[config.mk]
export PLATFORM = sky130hd
export DESIGN_NAME = psw_ctrl
export DESIGN_NICKNAME = d
export VERILOG_FILES = /design/src/hdl/psw_delay_timer.v /design/src/hdl/psw_ctrl.v
export VERILOG_INCLUDE_DIRS = /design/src /design/src/hdl
export SDC_FILE = /design/constraint.sdc
export NUM_CORES = 1
export LEC_CHECK = 0
export BUFFER_PORTS_ARGS = -buffer_cell sky130_fd_sc_hd__buf_2
export CAP_MARGIN = 20
export CORE_UTILIZATION = 58
export CTS_BUF_LIST = sky130_fd_sc_hd__clkbuf_4 sky130_fd_sc_hd__clkbuf_8 sky130_fd_sc_hd__clkbuf_16
export CTS_CLUSTER_DIAMETER = 150
export DETAILED_ROUTE_END_ITERATION = 12
export GPL_ROUTABILITY_DRIVEN = 0
export PLACE_DENSITY = 0.8
export SYNTH_ARGS = -nofsm -noshare
export SYNTH_HDL_FRONTEND = slang
export SYNTH_SLANG_ARGS = --single-unit
[constraint.sdc]
create_clock -name clock -period 7.12 [get_ports clock]
set_input_delay 0.712 -clock clock [delete_from_list [all_inputs] [get_ports clock]]
set_output_delay 0.712 -clock clock [all_outputs]
set_load 0.01 [all_outputs]
[src/hdl/psw_defs.vh]
`ifndef PSW_DEFS_VH
`define PSW_DEFS_VH

// Clock rate and time bases
`define PSW_CLK_HZ 20000000
`define PSW_TICK_US 1000
`define PSW_TICK_CYCLES (`PSW_CLK_HZ / 1000000 * `PSW_TICK_US)
`define PSW_SLOW_TICKS 7'd100

// Setting ranges, in setting units
`define PSW_SAMPLE_MIN_MS 14'd50
`define PSW_SAMPLE_MAX_MS 14'd9999
`define PSW_FILT_MAX_MS 14'd9999
`define PSW_DELAY_MAX 14'd9999
`define PSW_WAKE_DELAY_RST 14'd50
`define PSW_SLEEP_DELAY_RST 14'd100
`define PSW_SPEED_MAX 12'd4000
`define PSW_SPEED_OFF 12'd0
`define PSW_DEV_MAX 16'sd9999

// Controller enable and mode settings
`define PSW_EN_OFF 2'd0
`define PSW_MODE_MANUAL 2'd0
`define PSW_MODE_AUTO 2'd1
`define PSW_MODE_INPUT 2'd2

// Setpoint sources allowing automatic adjustment
`define PSW_SRC_LOCAL 2'd0
`define PSW_SRC_EPOT 2'd3

// Automatic adjustment select bit positions
`define PSW_ADJ_AUTO_BIT 0
`define PSW_ADJ_MAN_BIT 1

// Sequencer states
`define PSW_ST_OFF 3'd0
`define PSW_ST_SLEEP 3'd1
`define PSW_ST_RAMP 3'd2
`define PSW_ST_RUN 3'd3
`define PSW_ST_DECEL 3'd4
`define PSW_ST_DIRECT 3'd5

// Power-up settle cycles for the input synchronisers
`define PSW_INIT_CYCLES 2'd3

`endif

[src/hdl/psw_delay_timer.v]
`timescale 1ns/1ns
`include "psw_defs.vh"

module psw_delay_timer (
	input wire clock,
	input wire rst_b,
	input wire tick,
	input wire arm,
	input wire [13:0] limit,
	output reg done_ff
);

reg [13:0] count_ff;
reg [13:0] nxt_count;
reg nxt_done;

// Count restarts from zero whenever the condition drops
always @* begin
	nxt_count = count_ff;
	nxt_done = 1'b0;
	if (!arm) begin
		nxt_count = 14'h0000;
	end else if (count_ff >= limit) begin
		nxt_done = 1'b1;
	end else if (tick) begin
		nxt_count = count_ff + 14'h0001;
	end
end

always @(posedge clock) begin
	if (!rst_b) begin
		count_ff <= 14'h0000;
		done_ff <= 1'b0;
	end else begin
		count_ff <= nxt_count;
		done_ff <= nxt_done;
	end
end

endmodule

[src/hdl/psw_ctrl.v]
`timescale 1ns/1ns
`include "psw_defs.vh"


module psw_ctrl #(
	parameter TICK_CYCLES = `PSW_TICK_CYCLES
) (
	input wire clock,
	input wire rst_b,
	input wire run_stop_input,
	input wire manual_auto_select_input,
	input wire [1:0] controller_enable_setting,
	input wire [1:0] controller_mode_select,
	input wire [1:0] setpoint_source_select,
	input wire [1:0] setpoint_adjust_select,
	input wire reverse_action,
	input wire signed [15:0] setpoint_request,
	input wire signed [15:0] manual_setpoint_request,
	input wire signed [15:0] process_variable,
	input wire signed [15:0] wake_deviation,
	input wire [13:0] controller_sample_period,
	input wire [13:0] setpoint_filter_time_constant,
	input wire [13:0] wake_delay_time,
	input wire [13:0] sleep_delay_time,
	input wire [11:0] sleep_speed_threshold,
	input wire [11:0] minimum_speed_setting,
	input wire [11:0] motor_speed,
	output reg motor_run_ff,
	output reg ramp_to_min_ff,
	output reg decel_to_zero_ff,
	output reg pid_enable_ff,
	output reg pid_sample_ff,
	output reg pid_sleep_ff,
	output reg auto_mode_ff,
	output reg wake_condition_ff,
	output reg sleep_active_alarm,
	output reg signed [15:0] control_setpoint_ff,
	output reg signed [15:0] manual_setpoint_ff,
	output reg signed [15:0] filtered_setpoint_ff
);

////////////////////////////////////////////////////////////////
// Pin synchronisers: a change counts once stages two and three agree

reg [2:0] run_sync_ff;
reg [2:0] sel_sync_ff;
reg run_ff;
reg sel_ff;

always @(posedge clock) begin
	if (!rst_b) begin
		run_sync_ff <= 3'h0;
		sel_sync_ff <= 3'h0;
		run_ff <= 1'b0;
		sel_ff <= 1'b0;
	end else begin
		run_sync_ff <= {run_sync_ff[1:0], run_stop_input};
		sel_sync_ff <= {sel_sync_ff[1:0], manual_auto_select_input};
		if (run_sync_ff[1] == run_sync_ff[2]) begin
			run_ff <= run_sync_ff[2];
		end
		if (sel_sync_ff[1] == sel_sync_ff[2]) begin
			sel_ff <= sel_sync_ff[2];
		end
	end
end

////////////////////////////////////////////////////////////////
// Time bases: 1 ms tick and 100 ms tick

reg [15:0] div_ff;
reg ms_tick_ff;
reg [6:0] slow_ff;
reg slow_tick_ff;

always @(posedge clock) begin
	if (!rst_b) begin
		div_ff <= 16'h0000;
		ms_tick_ff <= 1'b0;
		slow_ff <= 7'h00;
		slow_tick_ff <= 1'b0;
	end else begin
		ms_tick_ff <= 1'b0;
		slow_tick_ff <= 1'b0;
		if (div_ff >= TICK_CYCLES[15:0] - 16'h0001) begin
			div_ff <= 16'h0000;
			ms_tick_ff <= 1'b1;
		end else begin
			div_ff <= div_ff + 16'h0001;
		end
		if (ms_tick_ff) begin
			if (slow_ff >= `PSW_SLOW_TICKS - 7'h01) begin
				slow_ff <= 7'h00;
				slow_tick_ff <= 1'b1;
			end else begin
				slow_ff <= slow_ff + 7'h01;
			end
		end
	end
end

////////////////////////////////////////////////////////////////
// Mode and enable decode

wire ctrl_enabled;
wire eff_auto;
wire src_adjustable;
wire sleep_allowed;

assign ctrl_enabled = (controller_enable_setting != `PSW_EN_OFF);
assign eff_auto = (controller_mode_select == `PSW_MODE_AUTO) ||
	((controller_mode_select == `PSW_MODE_INPUT) && sel_ff);
assign src_adjustable = (setpoint_source_select == `PSW_SRC_LOCAL) ||
	(setpoint_source_select == `PSW_SRC_EPOT);
// Zero threshold takes sleep out of the picture altogether
assign sleep_allowed = ctrl_enabled && eff_auto &&
	(sleep_speed_threshold != `PSW_SPEED_OFF);

////////////////////////////////////////////////////////////////
// Setpoint tracking with automatic adjustment on mode change

reg signed [15:0] sp_req_last_ff;
reg signed [15:0] man_req_last_ff;

always @(posedge clock) begin
	if (!rst_b) begin
		auto_mode_ff <= 1'b0;
		control_setpoint_ff <= 16'sh0000;
		manual_setpoint_ff <= 16'sh0000;
		sp_req_last_ff <= 16'sh0000;
		man_req_last_ff <= 16'sh0000;
	end else begin
		auto_mode_ff <= eff_auto;
		sp_req_last_ff <= setpoint_request;
		man_req_last_ff <= manual_setpoint_request;
		// A held value stays until software writes a new request
		if (!auto_mode_ff && eff_auto &&
			setpoint_adjust_select[`PSW_ADJ_AUTO_BIT] &&
			src_adjustable) begin
			control_setpoint_ff <= process_variable;
		end else if (setpoint_request != sp_req_last_ff) begin
			control_setpoint_ff <= setpoint_request;
		end
		if (auto_mode_ff && !eff_auto &&
			setpoint_adjust_select[`PSW_ADJ_MAN_BIT]) begin
			manual_setpoint_ff <= $signed({4'h0, motor_speed});
		end else if (manual_setpoint_request != man_req_last_ff) begin
			manual_setpoint_ff <= manual_setpoint_request;
		end
	end
end

////////////////////////////////////////////////////////////////
// Setpoint filter, updated each millisecond

// Gain is a power of two near 1/tau; trades accuracy for no divider
function [3:0] filt_shift;
	input [13:0] tc;
	integer i;
	begin
		filt_shift = 4'h0;
		for (i = 0; i < 14; i = i + 1) begin
			if (tc[i]) begin
				filt_shift = i[3:0];
			end
		end
	end
endfunction

wire signed [16:0] filt_err;
wire signed [16:0] filt_step;
wire signed [16:0] filt_sum;

assign filt_err = control_setpoint_ff - filtered_setpoint_ff;
assign filt_step = filt_err >>> filt_shift(setpoint_filter_time_constant);
assign filt_sum = filtered_setpoint_ff + filt_step;

always @(posedge clock) begin
	if (!rst_b) begin
		filtered_setpoint_ff <= 16'sh0000;
	end else if (setpoint_filter_time_constant == 14'h0000) begin
		filtered_setpoint_ff <= control_setpoint_ff;
	end else if (ms_tick_ff) begin
		if (filt_step == 17'sh0_0000) begin
			filtered_setpoint_ff <= control_setpoint_ff;
		end else begin
			filtered_setpoint_ff <= filt_sum[15:0];
		end
	end
end

////////////////////////////////////////////////////////////////
// Wake threshold and condition

wire signed [16:0] wake_thr;
wire wake_now;

assign wake_thr = reverse_action ?
	control_setpoint_ff + wake_deviation :
	control_setpoint_ff - wake_deviation;
assign wake_now = reverse_action ?
	($signed({process_variable[15], process_variable}) > wake_thr) :
	($signed({process_variable[15], process_variable}) < wake_thr);

always @(posedge clock) begin
	if (!rst_b) begin
		wake_condition_ff <= 1'b0;
	end else begin
		wake_condition_ff <= wake_now;
	end
end

////////////////////////////////////////////////////////////////
// Wake and sleep delay timers

reg [2:0] state_ff;
reg [2:0] nxt_state;
wire wake_done;
wire sleep_done;
wire slow_speed;

assign slow_speed = (motor_speed < sleep_speed_threshold);

psw_delay_timer u_wake_timer (
	.clock(clock),
	.rst_b(rst_b),
	.tick(slow_tick_ff),
	.arm((state_ff == `PSW_ST_SLEEP) && wake_condition_ff),
	.limit(wake_delay_time),
	.done_ff(wake_done)
);

psw_delay_timer u_sleep_timer (
	.clock(clock),
	.rst_b(rst_b),
	.tick(slow_tick_ff),
	.arm((state_ff == `PSW_ST_RUN) && slow_speed),
	.limit(sleep_delay_time),
	.done_ff(sleep_done)
);

////////////////////////////////////////////////////////////////
// Sleep and wake sequencer

reg [1:0] init_ff;
reg init_done_ff;
reg first_ff;

// Power-up check waits until the run pin has cleared its synchroniser
always @(posedge clock) begin
	if (!rst_b) begin
		init_ff <= 2'h0;
		init_done_ff <= 1'b0;
		first_ff <= 1'b1;
	end else if (init_ff != `PSW_INIT_CYCLES) begin
		init_ff <= init_ff + 2'h1;
	end else if (!init_done_ff) begin
		init_done_ff <= 1'b1;
	end else begin
		first_ff <= 1'b0;
	end
end

always @* begin
	nxt_state = state_ff;
	case (state_ff)
	`PSW_ST_OFF: begin
		if (!init_done_ff) begin
			nxt_state = `PSW_ST_OFF;
		end else if (run_ff && !sleep_allowed) begin
			nxt_state = `PSW_ST_DIRECT;
		end else if (run_ff && first_ff && wake_condition_ff) begin
			nxt_state = `PSW_ST_RAMP;
		end else if (run_ff) begin
			nxt_state = `PSW_ST_SLEEP;
		end
	end
	`PSW_ST_SLEEP: begin
		if (!run_ff) begin
			nxt_state = `PSW_ST_OFF;
		end else if (!sleep_allowed) begin
			nxt_state = `PSW_ST_DIRECT;
		end else if (wake_done) begin
			nxt_state = `PSW_ST_RAMP;
		end
	end
	`PSW_ST_RAMP: begin
		if (!run_ff) begin
			nxt_state = `PSW_ST_OFF;
		end else if (motor_speed >= minimum_speed_setting) begin
			nxt_state = `PSW_ST_RUN;
		end
	end
	`PSW_ST_RUN: begin
		if (!run_ff) begin
			nxt_state = `PSW_ST_OFF;
		end else if (!sleep_allowed) begin
			nxt_state = `PSW_ST_DIRECT;
		end else if (sleep_done) begin
			nxt_state = `PSW_ST_DECEL;
		end
	end
	`PSW_ST_DECEL: begin
		if (!run_ff) begin
			nxt_state = `PSW_ST_OFF;
		end else if (motor_speed == `PSW_SPEED_OFF) begin
			nxt_state = `PSW_ST_SLEEP;
		end
	end
	`PSW_ST_DIRECT: begin
		if (!run_ff) begin
			nxt_state = `PSW_ST_OFF;
		end else if (sleep_allowed) begin
			nxt_state = `PSW_ST_RUN;
		end
	end
	default: begin
		nxt_state = `PSW_ST_OFF;
	end
	endcase
end

always @(posedge clock) begin
	if (!rst_b) begin
		state_ff <= `PSW_ST_OFF;
	end else begin
		state_ff <= nxt_state;
	end
end

////////////////////////////////////////////////////////////////
// Motor and controller commands

always @(posedge clock) begin
	if (!rst_b) begin
		motor_run_ff <= 1'b0;
		ramp_to_min_ff <= 1'b0;
		decel_to_zero_ff <= 1'b0;
		pid_enable_ff <= 1'b0;
		pid_sleep_ff <= 1'b0;
		sleep_active_alarm <= 1'b0;
	end else begin
		motor_run_ff <= (nxt_state == `PSW_ST_RAMP) ||
			(nxt_state == `PSW_ST_RUN) ||
			(nxt_state == `PSW_ST_DIRECT);
		ramp_to_min_ff <= (nxt_state == `PSW_ST_RAMP);
		decel_to_zero_ff <= (nxt_state == `PSW_ST_DECEL);
		pid_enable_ff <= ((nxt_state == `PSW_ST_RUN) ||
			(nxt_state == `PSW_ST_DIRECT)) && ctrl_enabled;
		pid_sleep_ff <= (nxt_state == `PSW_ST_SLEEP);
		sleep_active_alarm <= (nxt_state == `PSW_ST_SLEEP) ||
			(nxt_state == `PSW_ST_DECEL);
	end
end

////////////////////////////////////////////////////////////////
// Controller sample strobe

reg [13:0] samp_ff;
wire [13:0] samp_period;

// Settings below the range minimum are held at the minimum
assign samp_period = (controller_sample_period < `PSW_SAMPLE_MIN_MS) ?
	`PSW_SAMPLE_MIN_MS : controller_sample_period;

always @(posedge clock) begin
	if (!rst_b) begin
		samp_ff <= 14'h0000;
		pid_sample_ff <= 1'b0;
	end else begin
		pid_sample_ff <= 1'b0;
		if (!pid_enable_ff) begin
			samp_ff <= 14'h0000;
		end else if (ms_tick_ff) begin
			if (samp_ff >= samp_period - 14'h0001) begin
				samp_ff <= 14'h0000;
				pid_sample_ff <= 1'b1;
			end else begin
				samp_ff <= samp_ff + 14'h0001;
			end
		end
	end
end

endmodule

== Yosys cells after proc, flatten, opt, wreduce, memory -nomap -nowiden ==
Index checks and enable logic that the tools add are counted.
Storage, ports and cells
  output and inout bits: 57
  input bits: 169
  word-level logic and storage cells: 166
  bits in registers: 173
Cells by class
  eq/ne operators: 18
  shift-type cells: 1
  $add $sub $neg: 11
  reduce and logical (&&, ||, !) cells: 43
  muxes and demuxes: 47
  bitwise gates (word level): 4
  order comparisons: 10
Operator list (number)
  $mux 16: 5
  $mux 3: 16
  $mux 4: 12
  $add 14x1->14 const B: 3
  $ge 14x14->1: 3
  $sub 16x16->17: 2
  $ne 16x16->1: 2
  $mux 14: 2
  $mux 12: 2
  $pmux 3 s6: 1
  $add 16x16->17: 1
  $gt 16x17->1: 1
  $logic_not 17->1: 1
  $lt 16x17->1: 1
  $mux 17: 1
  $sshr 17x4->17: 1
  $add 16x1->16 const B: 1
  $add 16x16->16: 1
  $ge 16x15->1 const B: 1
  $logic_and 1x1->1: 14
  $logic_not 14->1: 1
  $lt 14x6->1 const B: 1
  $reduce_and 2->1: 7
  $sub 14x1->14 const B: 1
  24 further kinds: 53

== Longest topological paths before layout ==
Gate-level depths: netlist (run 1).
  word-level depth: 18
  gate-level depth with buffers: 26
  mapped depth without buffers: 26

== Modules after synthesis ==
Synthesis (run 1) repeated with hierarchy kept, for this count alone.
Second synthesis, totals
  cell total of the unflattened synthesis: 1644
  area total of the unflattened synthesis: 13223.9 um^2
By module, submodules not included
  psw_ctrl: instances 1, cells each 1388, area each 11094.4 um^2, seq. area each 2862.7 um^2
  psw_delay_timer (u_wake_timer): instances 1, cells each 124, area each 1067.3 um^2, seq. area each 300.3 um^2
  psw_delay_timer (u_sleep_timer): instances 1, cells each 132, area each 1062.3 um^2, seq. area each 300.3 um^2

== Least setup slack after synthesis (run 1) ==
OpenSTA, ideal clock, no wires.
  path kind: reg-to-reg
  start: register control_setpoint_ff[0]
  end: register filtered_setpoint_ff[14]
  path slack: 1.802 ns
  library setup time: 0.130 ns
  cell stages (with the launch flop): 27
  buffers on the path: 0
  data arrival time: 5.188 ns
  clock period less this slack: 5.318 ns
  data required time: 6.990 ns
  cell sequence: dfxtp_1 -> inv_1 -> ha_1 -> inv_1 -> fa_1 -> a21o_1 -> a22oi_4 -> nand2_2 -> a31oi_4 -> xnor2_1 -> mux2i_2 -> o21ai_1 -> a21boi_0 -> o21ai_0 -> ha_1 -> fa_1 -> a21o_1 -> a21oi_1 -> o21ai_0 -> a31o_2 -> a211oi_1 -> nor2_1 -> or3_1 -> a31o_2 -> a21oi_1 -> xor2_1 -> o221ai_2
Between the ends
  longest elaborated chain between the ends: 6
  elaborated cells between the ends (all ways): 7
  classes of those cells: add/sub (2); shift (1); mux (3); reduce/logical (1)
RTL lines
  start: declaration: RTL line psw_ctrl.v:37  | output reg signed [15:0] control_setpoint_ff,
  start signal: assignment: RTL line psw_ctrl.v:140  | control_setpoint_ff <= process_variable;
  start signal: assignment: RTL line psw_ctrl.v:142  | control_setpoint_ff <= setpoint_request;
  $sub 16x16->17 *: RTL line psw_ctrl.v:174  | assign filt_err = control_setpoint_ff - filtered_setpoint_ff;
  $sshr 17x4->17 *: RTL line psw_ctrl.v:175  | assign filt_step = filt_err >>> filt_shift(setpoint_filter_time_constant);
  $add 16x16->16 / $logic_not 17->1 (equally long branches): RTL line psw_ctrl.v:176, psw_ctrl.v:184
  $mux 16 *: RTL line psw_ctrl.v:184  | if (filt_step == 17'sh0_0000) begin
  $mux 16 *: RTL line psw_ctrl.v:183  | end else if (ms_tick_ff) begin
  $mux 16 *: RTL line psw_ctrl.v:181  | end else if (setpoint_filter_time_constant == 14'h0000) begin
  end signal: assignment: RTL line psw_ctrl.v:182  | filtered_setpoint_ff <= control_setpoint_ff;
  end signal: assignment: RTL line psw_ctrl.v:185  | filtered_setpoint_ff <= control_setpoint_ff;
  end signal: assignment: RTL line psw_ctrl.v:187  | filtered_setpoint_ff <= filt_sum[15:0];
  end: declaration: RTL line psw_ctrl.v:39  | output reg signed [15:0] filtered_setpoint_ff
Every way passes the cells marked *; elsewhere a longest branch is shown, timed or not. The select of a mux whose other input is x is not followed.
A chain may end at the register's enable or synchronous reset.

== Worst setup path after layout (run 1) ==
  start: register filtered_setpoint_ff[4]
  end: register filtered_setpoint_ff[14]
Between the ends
  longest elaborated chain between the ends: 6
  elaborated cells between the ends (all ways): 7
  classes of those cells: add/sub (2); shift (1); mux (3); reduce/logical (1)
RTL lines (RTL line)
  $sub 16x16->17: psw_ctrl.v:174
  $sshr 17x4->17: psw_ctrl.v:175
  $add 16x16->16 / $logic_not 17->1 (equally long branches): psw_ctrl.v:176, psw_ctrl.v:184
  $mux 16 *: psw_ctrl.v:184
  $mux 16 *: psw_ctrl.v:183
  $mux 16 *: psw_ctrl.v:181
Marked as above.

==> impl_results.md, run 1 <==
- Final hold vios: 0
- Peak supply drop: 178.0 uV
- Clk sinks: 173
- Routed length per placed instance: 17.13 um
- Clock transition at path regs: 70 ps
- WS Path Type: flip-flop to flip-flop
- Multi-input logic area: 0.009221 mm2
- Syn Area/Cell: 8.029 um2
- Area contributors post-synth: dfxtp_1 26%, ha_1 13%, xor2_1 7.2%
- Hold path depth: 1
- Clk Latency, worst-skew pair: 440 ps
- Worst hold path class: flip-flop to flip-flop
- Fin. max-slew vios: 0
- Final setup fails: 0
- ANT nets after route: 0
- Vias: 13030
- CTS resizes: 0
- Max Buffers Root-to-Sink: 2
- First-pass GRT wire length: 61.01 mm
- Setup TNS: 0 ps
- Design Power: 3493 uW
- Net count after synthesis: 1985
- Root Driver: clkbuf_16
- Grt ovf: 0
- Die Area: 0.02379 mm2
- Seq/Total Area, Yosys: 0.2577
- TritonCTS Buffers: 17
- Global-route usage over all layers: 0.3159
- Routed vias/inst: 5.992
- Leakage dissipation: 0.007213 uW
- RSZ-0062 raised after global routing: false
- Fin nets: 2186
- Synth cell types: 93
- Vias in the first global route: 12410
- Max-slew headroom: 0.2881
- Worst Setup End Kind: flip-flop
- Slew @ Worst Pin: 1058 ps
- Cell area after synthesis: 0.01344 mm2
- H-Tree Depth: 4
- Max Freq: 158.0 MHz
- Drt first pass iters: 8
- Share of cells above drive strength 1: 0.1684
- WP data arrival: 6630 ps
- Status: completed
- Cells after Synth: 1674
- Post-Layout Cell Count: 2175
- List of most frequent post-synthesis cells: 193 x nor2_1, 173 x dfxtp_1, 139 x ha_1, 131 x inv_1, 122 x nand2_1
- Die Y: 154.2 um
- Worst EP required: 7420 ps
- CTS tree: yes
- Hold_buf cts: 0
- Final worst path period need: 6331 ps
- Routed WL: 37.26 mm
- I/O pin cnt: 226
- EDFF count, synth: 0
- Post-synth top area cell: dfxtp_1
- Drt drc: 0
- Ys async rst share: 0
- Most frequent cell after synthesis: nor2_1
- Placed Cells: 2141
- Die width: 154.2 um
- Max-cap violation count: 0
- Initial antenna violation count: 3
- Largest net degree at the start of global routing: 60
- Hpwl dp: 29.14 mm
- Post-synthesis register bit count: 173
- Power per cell area: 226.8 mW/mm2
- Final Hold Slack: 435.2 ps
- Fillers: 1901
- Synth-to-Final Area Change: 14.60%
- Storage element area: 0.003463 mm2
- Pre-CTS setup slack: 956.6 ps
- Clock skew: 10.78 ps
- Reg2Reg Depth: 24
- Worst setup margin: 788.9 ps
- Initial Util: 0.5918
- Share of Yosys cell area claimed by the top area cell type: 0.2577
- Core area: 0.02271 mm2
- Worst Setup Start Kind: flip-flop
- Dominant synthesized flop cell: dfxtp_1
- Post-CTS setup buffer count: 0
- DR iter-0 viols: 1114
- Port Buf Inserts: 225
- Max FO, Critical Path: 6
- Number of core rows: 55
- Period utilization: 0.8892
- Yosys warns: 0
## cells in the final DEF (no fill, tap or decap), types with 14 or more instances in the layout
master     Yosys  final
buf_2         17    225
nor2_1       193    192
dfxtp_1      173    173
ha_1         139    139
inv_1        131    131
nand2_1      122    122
xor2_1       110    110
a21oi_1       96     96
and2_1        53     53
o21ai_0       52     52
nand3_1       42     42
mux2i_1       41     41
a211oi_1      37     37
xnor2_1       37     37
a21o_1        33     33
nor3_1        32     32
nand4_1       31     31
nor4_1        26     26
and3_1        22     22
nor2b_1       20     20
o211ai_1      19     19
nand2b_1      17     17
clkbuf_16      0     17
buf_4          1     14
## final timing paths
path / from / to / slack (ps)
max: filtered_setpoint_ff[4] / filtered_setpoint_ff[14] / 790
min: sel_sync_ff[0] / sel_sync_ff[1] / 440
max reg2reg: filtered_setpoint_ff[4] / filtered_setpoint_ff[14] / 790
min reg2reg: sel_sync_ff[0] / sel_sync_ff[1] / 440
## layout make-up
cell class              instances  area share
repair buffers                240     0.08091
multi-input cells            1312      0.5987
clock buffers                  17     0.02762
diodes                          2   0.0003249
clock inverters                15     0.01251
well taps                     285     0.02315
flip-flops and latches        173      0.2249
inverters                     131     0.03193
## layer usage
| metal | share of wire | vias up | global-route usage |
|---|---|---|---|
| li1 | - | 6368 | - |
| met1 | 0.43 | 5992 | 0.3977 |
| met2 | 0.46 | 577 | 0.5327 |
| met3 | 0.075 | 93 | 0.05884 |
| met4 | 0.033 | 2 | 0.1257 |
| met5 | 0.00030 | - | 0 |
## power by group
group          leakage (uW)  internal, uW  total, uW  switching (uW)
logic               0.00549           574       1450             878
clock network      0.000302           510        976             466
registers           0.00142          1020       1070            49.5
## registers in the layout, indices dropped and copies added, names as in the netlist, 2 cells and up
signal                  count
state_ff                    3
sp_req_last_ff             16
samp_ff                    14
manual_setpoint_ff         16
man_req_last_ff            16
filtered_setpoint_ff       16
u_wake_timer.count_ff      14
control_setpoint_ff        16
u_sleep_timer.count_ff     14
run_sync_ff                 3
slow_ff                     7
sel_sync_ff                 3
div_ff                     16
init_ff                     2
## critical path, cell delays in order (launching register included)
cell	delay (ps)
dfxtp_1	380
inv_1	60
ha_1	420
nand2_1	110
a211oi_1	510
o21bai_1	170
a32oi_1	380
xor2_1	190
mux2i_2	260
o21ai_1	170
a21boi_0	310
o21ai_0	160
ha_1	260
fa_1	420
a21o_1	180
a21oi_1	230
o21ai_0	240
a31o_2	340
a211oi_1	240
nor2_1	100
or3_1	330
a31o_2	240
a21oi_1	160
xor2_1	200
o221ai_2	110
## logic make-up after synthesis
logic type / count (synthesis) / share of synthesized area
adders and majority gates: 142 / 0.1339
xor gates and xnor gates: 149 / 0.09821
DFF: 173 / 0.2577
buffers and inverters: 189 / 0.05688
other: 1 / 0.0002790
and+or+nand+nor: 603 / 0.2198
muxes: 43 / 0.03240
AOI/OAI and AO/OA: 374 / 0.2009
## metrics by stage
stage	instance area, um2	util
floorplan	13440	-
finish	15400	0.6782
detailed placement	14780	0.6508
global placement	14760	0.6501
global route	15400	0.6782
CTS	15400	0.6780
Note: power is estimated with default switching activity, not from simulation.
==> inputs of run 2 (changes only) <==
--- a/config.mk
+++ b/config.mk
@@ -16,4 +16,5 @@
 export PLACE_DENSITY = 0.8
 export SYNTH_ARGS = -nofsm -noshare
 export SYNTH_HDL_FRONTEND = slang
+export SYNTH_HIERARCHICAL = 1
 export SYNTH_SLANG_ARGS = --single-unit
==> impl_results.md, run 2 <==
- Status: completed
- Max-cap violation count: 0
- Final Hold Slack: 440.3 ps
- Routed length per placed instance: 17.06 um
- Fin. max-slew vios: 0
- Setup TNS: 0 ps
- I/O pin cnt: 226
- Initial antenna violation count: 2
- Port Buf Inserts: 225
- Vias in the first global route: 12180
- Final Util: 0.6873
- Number of core rows: 54
- Slew @ Worst Pin: 958.1 ps
- DR iter-0 viols: 1202
- Commonest non-fill, non-tap cells in the layout: 225 x buf_2, 197 x nor2_1, 173 x dfxtp_1
- Most frequent cell after synthesis: nor2_1
- Dominant synthesized flop cell: dfxtp_1
- Worst EP required: 7440 ps
- Placed inst area: 0.01455 mm2
- Post-CTS setup buffer count: 0
- EDFF count, synth: 0
- Cell area after synthesis: 0.01322 mm2
- Core area: 0.02209 mm2
- Final Instance Area: 0.01519 mm2
- Clock transition at path regs: 70 ps
- Peak supply drop: 208.9 uV
- Final hold vios: 0
- Hpwl dp: 28.22 mm
- Max-slew headroom: 0.3613
- Root Driver: clkbuf_16
- Yosys warns: 6
- Post-synthesis register bit count: 173
- Initial Util: 0.5985
- Die width: 153.0 um
- Vias: 12930
- Die Y: 153.0 um
- Cells after Synth: 1644
- ANT nets after route: 0
- Power per cell area: 218.6 mW/mm2
- Worst Setup Start Kind: flip-flop
- Period utilization: 0.8324
- Leading cell type in the layout, fill and taps excluded: buf_2
- Hold_buf cts: 0
- First-pass GRT wire length: 59.60 mm
- Most used cell, CP: a21oi_1
- Worst Setup End Kind: flip-flop
- Global-route usage over all layers: 0.3097
- Synth-to-Final Area Change: 14.84%
- Max Freq: 168.7 MHz
- R2r setup slk: 1190 ps
- Worst hold path class: flip-flop to flip-flop
- Max FO, Critical Path: 5
- Post-synth top area cell: dfxtp_1
- Syn Area/Cell: 8.044 um2
- Routed WL: 36.55 mm
- WP data arrival: 6240 ps
- H-Tree Depth: 4
- Clk sinks: 173
- Area contributors post-synth: dfxtp_1 26%, ha_1 13%, nor2_1 5.6%
- Largest net degree at the start of global routing: 60
- Synth cell types: 97
- Routed vias/inst: 6.037
- List of most frequent post-synthesis cells: 198 x nor2_1, 173 x dfxtp_1, 139 x ha_1, 125 x a21oi_1, 109 x inv_1
- Die Area: 0.02341 mm2
- Seq/Total Area, Yosys: 0.2619
- CTS tree: yes
- Net count after synthesis: 1955
- Drt drc: 0
- Clk Latency, worst-skew pair: 440 ps
- Clock skew: 21.32 ps
- Drt first pass iters: 5
- Fin nets: 2157
- Final setup fails: 0
- Share of Yosys cell area claimed by the top area cell type: 0.2619
- TritonCTS Buffers: 17
- Grt ovf: 0
- Slowest-stage cell, CP: fa_1
- Max Buffers Root-to-Sink: 2
- RSZ-0062 raised after global routing: false
- Final worst path period need: 5927 ps
- WS Path Type: flip-flop to flip-flop
- Share of cells above drive strength 1: 0.1662
- CTS resizes: 0
- Leakage dissipation: 0.006938 uW
- Slowest stage delay, CP: 420 ps
- Ys async rst share: 0
==> run 2: layer usage <==
metal | vias up | GRT usage | routed length (um)
met5 | - | 0 | 0
met1 | 5935 | 0.4108 | 16090
met3 | 91 | 0.05585 | 2786
li1 | 6328 | - | -
met2 | 578 | 0.5114 | 16830
met4 | 0 | 0.09283 | 838
==> run 2: report_power, final <==
group	internal (uW)	switching, uW	total (uW)
clock network	485	475	960
logic	524	779	1300
registers	1010	44.3	1060
total	2020	1300	3320
==> run 2: logic make-up after synthesis <==
group | Yosys count | synth area share
flops | 173 | 0.2619
xor+xnor | 130 | 0.08610
other cells | 1 | 0.0002836
simple gates | 602 | 0.2298
mux | 50 | 0.03993
buf+inv | 160 | 0.04920
fa+ha+maj | 142 | 0.1361
compound gates | 386 | 0.1967
==> run 2: final cells by class <==
| class | count | area (um2) |
|---|---|---|
| repair buffers | 233 | 1201 |
| inverters | 110 | 412.9 |
| clock buffers | 17 | 425.4 |
| well taps | 280 | 350.3 |
| multi-input cells | 1311 | 9119 |
| diodes | 3 | 7.507 |
| flip-flops and latches | 173 | 3463 |
| fillers | 1818 | 6908 |
| clock inverters | 15 | 206.4 |
==> run 2: metrics by stage <==
step / power [uW] / worst slack (ps) / cells
2_1_floorplan: 1976 / 2030 / 1644
3_3_place_gp: 2302 / 1438 / 2105
3_5_place_dp: 2325 / 1293 / 2107
4_1_cts: 3281 / 1268 / 2139
5_1_grt: 3482 / 741.7 / 2139
6_report: 3319 / 1193 / 2142
==> run 2: final timing paths <==
path	startpoint	endpoint	cells past startpoint
hold / removal	sel_sync_ff[0]	sel_sync_ff[1]	1
hold reg to reg	sel_sync_ff[0]	sel_sync_ff[1]	1
setup reg to reg	control_setpoint_ff[0]	filtered_setpoint_ff[14]	27
setup / recovery	control_setpoint_ff[0]	filtered_setpoint_ff[14]	27
==> run 2: worst max-delay path, delay by kind of cell (launching register included) <==
family	cells	cell delay, ps
AOI/OAI and AO/OA	15	2920
xor gates and xnor gates	2	370
adders and majority gates	4	1220
buffers and inverters	2	160
DFF	1	370
muxes	1	380
and+or+nand+nor	3	400
